**config.mk**
```make
export PLATFORM = sky130hd
export DESIGN_NAME = i2r_regs
export DESIGN_NICKNAME = d
export VERILOG_FILES = /design/src/design/i2r_pkg.sv /design/src/design/i2r_regs.sv /design/src/design/i2r_port_flags.sv
export VERILOG_INCLUDE_DIRS = /design/src /design/src/design
export SDC_FILE = /design/constraint.sdc
export NUM_CORES = 1
export LEC_CHECK = 0
export BUFFER_PORTS_ARGS = -buffer_cell sky130_fd_sc_hd__buf_4
export CELL_PAD_IN_SITES_DETAIL_PLACEMENT = 0
export CELL_PAD_IN_SITES_GLOBAL_PLACEMENT = 2
export CORE_AREA = 2 2 118 120
export CTS_CLUSTER_DIAMETER = 50
export DETAILED_ROUTE_END_ITERATION = 7
export DIE_AREA = 0 0 120 122
export PLACE_DENSITY = 0.86
export SLEW_MARGIN = 15
export SYNTH_ARGS = -nofsm -noshare
export SYNTH_HDL_FRONTEND = slang
export SYNTH_SLANG_ARGS = --single-unit
```
**constraint.sdc**
```tcl
create_clock -name pclk -period 4.4 [get_ports pclk]
set_clock_uncertainty 0.15 [all_clocks]
set_input_delay 0.88 -clock pclk [delete_from_list [all_inputs] [get_ports pclk]]
set_output_delay 0.88 -clock pclk [all_outputs]
set_load 0.1 [all_outputs]
```
**src/design/i2r_defines.svh**
```systemverilog
`ifndef I2R_DEFINES_SVH
`define I2R_DEFINES_SVH
// Summary of operation
// [RULE1] ten-bit target address, used only as master
// [RULE2] 7-bit mode: bit 6 MSB, 9-7 ignored
// [RULE3] 10-bit mode: bit 9 MSB, all bits
// [RULE4] event enables: nack bit 3, stop bit 2
// [RULE5] event enables: start bit 1, arb-lost bit 0
// [RULE6] port 0 shared enables: tx 3, rx 2; the code gives port 0 its own enable register, apart from port 1
// [RULE7] port 1 enables: tx 3, rx 2
// [RULE8] port 0 tx flag set when buffer empty
// [RULE9] port 0 rx flag set on received character
// [RULE10] port 1 tx flag set when buffer empty
// [RULE11] port 1 rx flag set on received character
// [RULE12] reading rx buffer clears rx flag
// [RULE13] writing tx buffer clears tx flag
// [RULE14] interrupt only when flag and enable set
// [RULE15] reset: tx flags one, rest zero
`define I2R_OFF_TADDR 8'h00
`define I2R_OFF_EVEN 8'h04
`define I2R_OFF_EVSTS 8'h08
`define I2R_OFF_CTRL 8'h0C
`define I2R_OFF_P0IE 8'h10
`define I2R_OFF_P0IFG 8'h14
`define I2R_OFF_P1IE 8'h18
`define I2R_OFF_P1IFG 8'h1C
`define I2R_OFF_P0RX 8'h20
`define I2R_OFF_P0TX 8'h24
`define I2R_OFF_P1RX 8'h28
`define I2R_OFF_P1TX 8'h2C
`define I2R_BIT_NACK 3
`define I2R_BIT_STOP 2
`define I2R_BIT_START 1
`define I2R_BIT_ARB 0
`define I2R_EV_MSB 3
`define I2R_BIT_TXF 3
`define I2R_BIT_RXF 2
`define I2R_BIT_TEN 0
`define I2R_BIT_MST 1
`define I2R_A7_MSB 6
`define I2R_RST_TADDR 10'h000
`define I2R_RST_EV 4'h0
`define I2R_RST_TXF 1'b1
`define I2R_RST_RXF 1'b0
`define I2R_RST_EN 1'b0
`define I2R_RST_BYTE 8'h00
`define I2R_RST_WORD 32'h0000_0000
`endif

```
**src/design/i2r_pkg.sv**
```systemverilog
package i2r_pkg;
  typedef enum logic {I2R_MODE_7BIT = 1'b0, I2R_MODE_10BIT = 1'b1} i2r_addr_mode_type;
  typedef logic [7:0] i2r_byte_type;
endpackage : i2r_pkg

```
**src/design/i2r_regs.sv**
```systemverilog
`timescale 1ns/1ps
`include "i2r_defines.svh"
module i2r_regs #(
  parameter int AW = 10
) (
  input wire logic pclk,
  input wire logic presetn,
  input wire logic psel,
  input wire logic penable,
  input wire logic pwrite,
  input wire logic [7:0] paddr,
  input wire logic [31:0] pwdata,
  output logic [31:0] prdata,
  output logic pready,
  output logic pslverr,
  input wire logic evt_nack,
  input wire logic evt_stop,
  input wire logic evt_start,
  input wire logic evt_arb_lost,
  input wire logic [1:0] port_rx_done,
  input wire i2r_pkg::i2r_byte_type [1:0] port_rx_char,
  input wire logic [1:0] port_tx_take,
  output i2r_pkg::i2r_byte_type [1:0] port_tx_char,
  output logic [1:0] port_tx_pending,
  output logic [AW-1:0] target_address_field,
  output i2r_pkg::i2r_addr_mode_type addr_mode,
  output logic master_en,
  output logic irq
);
  import i2r_pkg::*;

  function automatic logic hit(input logic [7:0] a, input logic [7:0] off);
    return a == off;
  endfunction : hit

  function automatic i2r_byte_type flag_byte(input logic tx, input logic rx);
    i2r_byte_type b;
    b = `I2R_RST_BYTE;
    b[`I2R_BIT_TXF] = tx;
    b[`I2R_BIT_RXF] = rx;
    return b;
  endfunction : flag_byte

  logic [AW-1:0] sa;
  logic [`I2R_EV_MSB:0] ev_en;
  logic [`I2R_EV_MSB:0] ev_sts;
  logic [`I2R_EV_MSB:0] ev_in;
  logic [1:0] tx_en;
  logic [1:0] rx_en;
  logic [1:0] tx_flag;
  logic [1:0] rx_flag;
  logic [1:0] tx_wr;
  logic [1:0] rx_rd;
  logic [1:0] flag_wr;
  i2r_byte_type [1:0] rx_data;
  logic wr_acc;
  logic rd_acc;
  logic setup;
  logic [31:0] next_prdata;
  logic next_err;
  logic [AW-1:0] next_target;

  assign setup = psel && !penable;
  assign wr_acc = psel && penable && pwrite;
  assign rd_acc = psel && penable && !pwrite;
  // zero wait states: read data is captured in the setup cycle
  assign pready = psel && penable;

  always_comb begin
    next_prdata = `I2R_RST_WORD;
    next_err = 1'b0;
    unique case (paddr)
      `I2R_OFF_TADDR: next_prdata[AW-1:0] = sa;
      `I2R_OFF_EVEN: next_prdata[`I2R_EV_MSB:0] = ev_en;
      `I2R_OFF_EVSTS: next_prdata[`I2R_EV_MSB:0] = ev_sts;
      `I2R_OFF_CTRL: begin
        next_prdata[`I2R_BIT_TEN] = addr_mode;
        next_prdata[`I2R_BIT_MST] = master_en;
      end
      // bits owned by other blocks read as zero
      `I2R_OFF_P0IE: next_prdata[7:0] = flag_byte(tx_en[0], rx_en[0]); // [RULE6]
      `I2R_OFF_P0IFG: next_prdata[7:0] = flag_byte(tx_flag[0], rx_flag[0]);
      `I2R_OFF_P1IE: next_prdata[7:0] = flag_byte(tx_en[1], rx_en[1]); // [RULE7]
      `I2R_OFF_P1IFG: next_prdata[7:0] = flag_byte(tx_flag[1], rx_flag[1]);
      `I2R_OFF_P0RX: next_prdata[7:0] = rx_data[0];
      `I2R_OFF_P0TX: next_prdata[7:0] = port_tx_char[0];
      `I2R_OFF_P1RX: next_prdata[7:0] = rx_data[1];
      `I2R_OFF_P1TX: next_prdata[7:0] = port_tx_char[1];
      default: next_err = 1'b1;
    endcase
  end

  always_ff @(posedge pclk or negedge presetn) begin
    if (!presetn) begin
      prdata <= `I2R_RST_WORD;
      pslverr <= 1'b0;
    end else if (setup) begin
      prdata <= pwrite ? `I2R_RST_WORD : next_prdata;
      pslverr <= next_err;
    end
  end

  always_ff @(posedge pclk or negedge presetn) begin
    if (!presetn) begin
      sa <= `I2R_RST_TADDR;
    end else if (wr_acc && hit(paddr, `I2R_OFF_TADDR)) begin
      sa <= pwdata[AW-1:0]; // [RULE1]
    end
  end

  always_ff @(posedge pclk or negedge presetn) begin
    if (!presetn) begin
      addr_mode <= I2R_MODE_7BIT;
      master_en <= 1'b0;
    end else if (wr_acc && hit(paddr, `I2R_OFF_CTRL)) begin
      addr_mode <= i2r_addr_mode_type'(pwdata[`I2R_BIT_TEN]);
      master_en <= pwdata[`I2R_BIT_MST];
    end
  end

  always_comb begin
    next_target = '0;
    if (master_en) begin // [RULE1]
      if (addr_mode == I2R_MODE_10BIT) begin
        next_target = sa; // [RULE3]
      end else begin
        next_target[`I2R_A7_MSB:0] = sa[`I2R_A7_MSB:0]; // [RULE2]
      end
    end
  end

  always_ff @(posedge pclk or negedge presetn) begin
    if (!presetn) begin
      target_address_field <= `I2R_RST_TADDR;
    end else begin
      target_address_field <= next_target;
    end
  end

  always_ff @(posedge pclk or negedge presetn) begin
    if (!presetn) begin
      ev_en <= `I2R_RST_EV; // [RULE15]
    end else if (wr_acc && hit(paddr, `I2R_OFF_EVEN)) begin
      ev_en <= pwdata[`I2R_EV_MSB:0]; // [RULE4] [RULE5]
    end
  end

  always_comb begin
    ev_in = `I2R_RST_EV;
    ev_in[`I2R_BIT_NACK] = evt_nack;
    ev_in[`I2R_BIT_STOP] = evt_stop;
    ev_in[`I2R_BIT_START] = evt_start;
    ev_in[`I2R_BIT_ARB] = evt_arb_lost;
  end

  // write one to clear; an event in the same cycle survives
  always_ff @(posedge pclk or negedge presetn) begin
    if (!presetn) begin
      ev_sts <= `I2R_RST_EV;
    end else if (wr_acc && hit(paddr, `I2R_OFF_EVSTS)) begin
      ev_sts <= (ev_sts & ~pwdata[`I2R_EV_MSB:0]) | ev_in;
    end else begin
      ev_sts <= ev_sts | ev_in;
    end
  end

  for (genvar i = 0; i < 2; i++) begin : g_port
    localparam logic [7:0] OFF_IE = (i == 0) ? `I2R_OFF_P0IE : `I2R_OFF_P1IE;
    localparam logic [7:0] OFF_FLAG = (i == 0) ? `I2R_OFF_P0IFG : `I2R_OFF_P1IFG;
    localparam logic [7:0] OFF_RX = (i == 0) ? `I2R_OFF_P0RX : `I2R_OFF_P1RX;
    localparam logic [7:0] OFF_TX = (i == 0) ? `I2R_OFF_P0TX : `I2R_OFF_P1TX;

    assign tx_wr[i] = wr_acc && hit(paddr, OFF_TX);
    assign rx_rd[i] = rd_acc && hit(paddr, OFF_RX);
    assign flag_wr[i] = wr_acc && hit(paddr, OFF_FLAG);
    assign port_tx_pending[i] = !tx_flag[i];

    always_ff @(posedge pclk or negedge presetn) begin
      if (!presetn) begin
        tx_en[i] <= `I2R_RST_EN; // [RULE15]
        rx_en[i] <= `I2R_RST_EN;
      end else if (wr_acc && hit(paddr, OFF_IE)) begin
        tx_en[i] <= pwdata[`I2R_BIT_TXF]; // [RULE6] [RULE7]
        rx_en[i] <= pwdata[`I2R_BIT_RXF];
      end
    end

    i2r_port_flags u_flags (
      .pclk(pclk),
      .presetn(presetn),
      .tx_write(tx_wr[i]),
      .tx_wdata(pwdata[7:0]),
      .rx_read(rx_rd[i]),
      .flag_write(flag_wr[i]),
      .flag_wdata_tx(pwdata[`I2R_BIT_TXF]),
      .flag_wdata_rx(pwdata[`I2R_BIT_RXF]),
      .rx_done(port_rx_done[i]),
      .rx_char(port_rx_char[i]),
      .tx_take(port_tx_take[i]),
      .tx_flag(tx_flag[i]),
      .rx_flag(rx_flag[i]),
      .tx_data(port_tx_char[i]),
      .rx_data(rx_data[i])
    );
  end

  assign irq = |(ev_sts & ev_en) || |(tx_flag & tx_en) || |(rx_flag & rx_en); // [RULE14]
endmodule : i2r_regs

```
**src/design/i2r_port_flags.sv**
```systemverilog
`timescale 1ns/1ps
`include "i2r_defines.svh"
module i2r_port_flags (
  input wire logic pclk,
  input wire logic presetn,
  input wire logic tx_write,
  input wire i2r_pkg::i2r_byte_type tx_wdata,
  input wire logic rx_read,
  input wire logic flag_write,
  input wire logic flag_wdata_tx,
  input wire logic flag_wdata_rx,
  input wire logic rx_done,
  input wire i2r_pkg::i2r_byte_type rx_char,
  input wire logic tx_take,
  output logic tx_flag,
  output logic rx_flag,
  output i2r_pkg::i2r_byte_type tx_data,
  output i2r_pkg::i2r_byte_type rx_data
);
  import i2r_pkg::*;

  // a write in the same cycle as a take refills the buffer, so it stays full
  always_ff @(posedge pclk or negedge presetn) begin
    if (!presetn) begin
      tx_flag <= `I2R_RST_TXF; // [RULE15]
    end else if (tx_write) begin
      tx_flag <= 1'b0; // [RULE13]
    end else if (tx_take) begin
      tx_flag <= 1'b1; // [RULE8] [RULE10]
    end else if (flag_write) begin
      tx_flag <= flag_wdata_tx;
    end
  end

  // new character wins over a read that clears
  always_ff @(posedge pclk or negedge presetn) begin
    if (!presetn) begin
      rx_flag <= `I2R_RST_RXF; // [RULE15]
    end else if (rx_done) begin
      rx_flag <= 1'b1; // [RULE9] [RULE11]
    end else if (rx_read) begin
      rx_flag <= 1'b0; // [RULE12]
    end else if (flag_write) begin
      rx_flag <= flag_wdata_rx;
    end
  end

  always_ff @(posedge pclk or negedge presetn) begin
    if (!presetn) begin
      tx_data <= `I2R_RST_BYTE;
    end else if (tx_write) begin
      tx_data <= tx_wdata;
    end
  end

  always_ff @(posedge pclk or negedge presetn) begin
    if (!presetn) begin
      rx_data <= `I2R_RST_BYTE;
    end else if (rx_done) begin
      rx_data <= rx_char;
    end
  end
endmodule : i2r_port_flags

```
==> results.md <==
- Status: complete, no violations
- Vias: 2801
- Comb pwr share: 15.0%
- Yosys cell types: 41
- Post-cts resize count: 0
- Worst slew pin tran: 598.2 ps
- Antenna viol nets, final: 0
- Routed vias/inst: 4.684
- Area of the mapped netlist: 3928 um2
- Cts bufs inserted: 9
- Register area: 2029 um2
- CTS H-tree lvls: 3
- Synth top area share: 50.33%
- PD cells: 358.9 nW/um2
- Post-Syn Instances: 331
- Setup crit start kind: input port
- DRC errors left: 0
- Worst R2R Start: g_port[1].u_flags.tx_data[3]$_DFFE_PN0P_
- CP required: 4470 ps
- Die area: 14640 um2
- Post-synth EDFFs: 0
- Tmin final: 2750 ps
- Setup crit end kind: flop
- YS warnings: 0
- Fin crit share: 62.51%
- CTS Sinks: 81
- Multi-input logic area: 1703 um2
- Wirelength per Cell: 17.34 um
- Ys flop type: dfrtp_1
- Clk buf depth: 2
- Vias in the first global route: 2797
- FILL cells: 1366
- Syn avg cell area: 11.87 um2
- Int Power: 0.001275 W
- Root Driver: clkbuf_16
- Post-CTS setup buffer count: 0
- Reg-to-reg endpoint: prdata[3]$_DFFE_PN0P_
- RSZ-0062 raised after global routing: no
- Fmax: 0.3636 GHz
- Seq pwr share: 43.7%
- TritonCTS clock tree: yes
- Power Total: 0.001783 W
- Seq/Total Area, Yosys: 51.67%
- Starting Density: 29.08%
- Hold Crit Class: flop to flop
- Setup violators final: 0
- Hold buffers post-CTS: 0
- I/O pin cnt: 134
- Num rows: 43
- Final instance area: 4969 um2
- Detail Route met2 WL: 4663 um
- Final hold violation count: 0
- Reg2reg setup slack: 2610 ps
- Cells on worst reg2reg path: 5
- Area growth from synthesis to layout: 26.51%
- First-pass GRT wire length: 16260 um
- Layout net count: 483
- WS Path Type: input port to flop
- Worst slack, placed: 1243 ps
- Slack of the critical path: 1650 ps
- Post-synthesis register bit count: 81
- Largest net degree at the start of global routing: 82
- Die width: 120 um
- RePlAce Congestion: 0.8193
- Critical path's slowest cell: and2_1
- Layout cells sized above 1: 41.63%
- CP max FO: 23
- Largest stage delay, worst path: 580 ps
- Arrival time worst endpoint: 2820 ps
- DR pass1 iterations: 4
- Post-DP Area: 4656 um2
- Clk_lat worst skew: 340 ps
- Sum Neg Setup Slack: 0 ps
- Slew headroom: 60.12%
- Core ar.: 13500 um2
- Synth top cells by count: dfrtp_1 (79), mux2_2 (57), nand2_1 (31)
- Most frequent cell after synthesis: dfrtp_1
- I/O Buffers: 89
- Hold Startpoint: prdata[8]$_DFFE_PN0P_
- Die height: 122 um
- Antenna violations before repair: 0
- Diodes inserted: 0
- Count of pins over their slew limit: 0
- Clk slew on worst S/H paths: 60 ps
- Metal-1 WL: 4916 um
- Clock share of power: 41.3%
- Top Layer Used: met4
- Dpl hpwl: 7608 um
- Hold path depth: 2
- Ranking of synthesized cells by area: dfrtp_1 (50%), mux2_2 (16%), buf_4 (4.8%), mux2i_1 (3.1%), nand2_1 (3.0%)
- Maximum vdd ir drop: 0.0001198 V
- Number of max-cap violations: 0
- Total grt overflow: 0
- Sw frac: 28.51%
- P_sw: 0.0005085 W
- Met3 wire length: 610 um
- Biggest area consumer among synthesized cells: dfrtp_1
- Leakage power: 2.421 nW
- Aggregate global-route resource usage: 14.72%
- DRT iter0 DRCs: 201
- Post-Route WL: 10370 um
- Crit-path cells: buf_4, nor2b_1, and2_0, and2_1, mux2_2
- Ys async rst share: 100.0%
- Hold Crit Endpoint: prdata[8]$_DFFE_PN0P_
- Fin util: 36.79%
[kinds of logic after synthesis]
family                 synth area share (%)
AOI/OAI and AO/OA                     8.092
buffers and inverters                 6.977
DFF                                   51.67
muxes                                 21.12
other                               0.09548
and+or+nand+nor                       12.04
[critical path, delay by kind of cell]
kind,cells,cell delay (ps)
muxes,1,400
and+or+nand+nor,3,1260
buffers and inverters,1,260
[layout make-up]
cell class                      count  share of cell area [%]
Clock buffer                       10                   4.608
Sequential cell                    81                   40.85
Inverter                            6                  0.4533
Timing Repair Buffer               91                   14.15
Clock inverter                      5                   1.133
Tap cell                          180                   4.533
Multi-Input combinational cell    225                   34.27
[per-layer routing]
layer | global-route usage (%) | up-vias
li1 | - | 1306
met1 | 20.77 | 1380
met2 | 22.23 | 101
met3 | 2.996 | 14
met4 | 5.662 | 0
met5 | 0 | -
[per-stage QoR]
| stage | hold WS, ps | std cells |
|---|---|---|
| final | 334.1 | 598 |
| after global placement | 320.4 | 582 |
| after floorplan | 317.0 | 352 |
| after global routing | 354.3 | 598 |
| after CTS | 340.4 | 597 |
| after detailed placement | 326.9 | 582 |
[placed cells by master (no fill, tap or decap), types with 9 or more instances in the layout]
cell and n:
mux2i_1 12, o21ai_0 12, dfrtp_1 79, nand2_1 31, mux2_2 57, buf_4 90, nand3_1 11, conb_1 22
clkbuf_16 9
[sequential cells by signal, summed over array words and instances (netlist names)]
name,count
ev_sts,4
master_en,1
g_port.u_flags.tx_data,16
target_address_field,10
pslverr,1
g_port.u_flags.tx_flag,2
g_port.u_flags.rx_data,16
rx_en,2
prdata,10
ev_en,4
g_port.u_flags.rx_flag,2
tx_en,2
sa,10
addr_mode,1
[worst max-delay path by stage]
stage / slack, ps / endpoint / startpoint / cells past startpoint
6_report: 1650 / g_port[0].u_flags.tx_data[2]$_DFFE_PN0P_ / paddr[2] / 5
5_1_grt: 1570 / g_port[0].u_flags.tx_data[2]$_DFFE_PN0P_ / paddr[2] / 5
4_1_cts: 1610 / g_port[0].u_flags.tx_data[2]$_DFFE_PN0P_ / paddr[2] / 5
3_5_place_dp: 1240 / g_port[0].u_flags.tx_data[2]$_DFFE_PN0P_ / paddr[2] / 5
3_3_place_gp: 1270 / g_port[0].u_flags.tx_data[3]$_DFFE_PN0P_ / paddr[2] / 5
2_1_floorplan: 1830 / pready / psel / 2
[power groups by stage]
stage | clock network (W) | registers, W | logic [W]
final | 0.000737 | 0.000780 | 0.000267
after global placement | 0 | 0.000793 | 0.000263
after global routing | 0.000796 | 0.000782 | 0.000283
after detailed placement | 0 | 0.000794 | 0.000266
after CTS | 0.000757 | 0.000780 | 0.000266
after floorplan | 0 | 0.000814 | 0.000177
No activity file was read; power rests on OpenSTA's default activity.
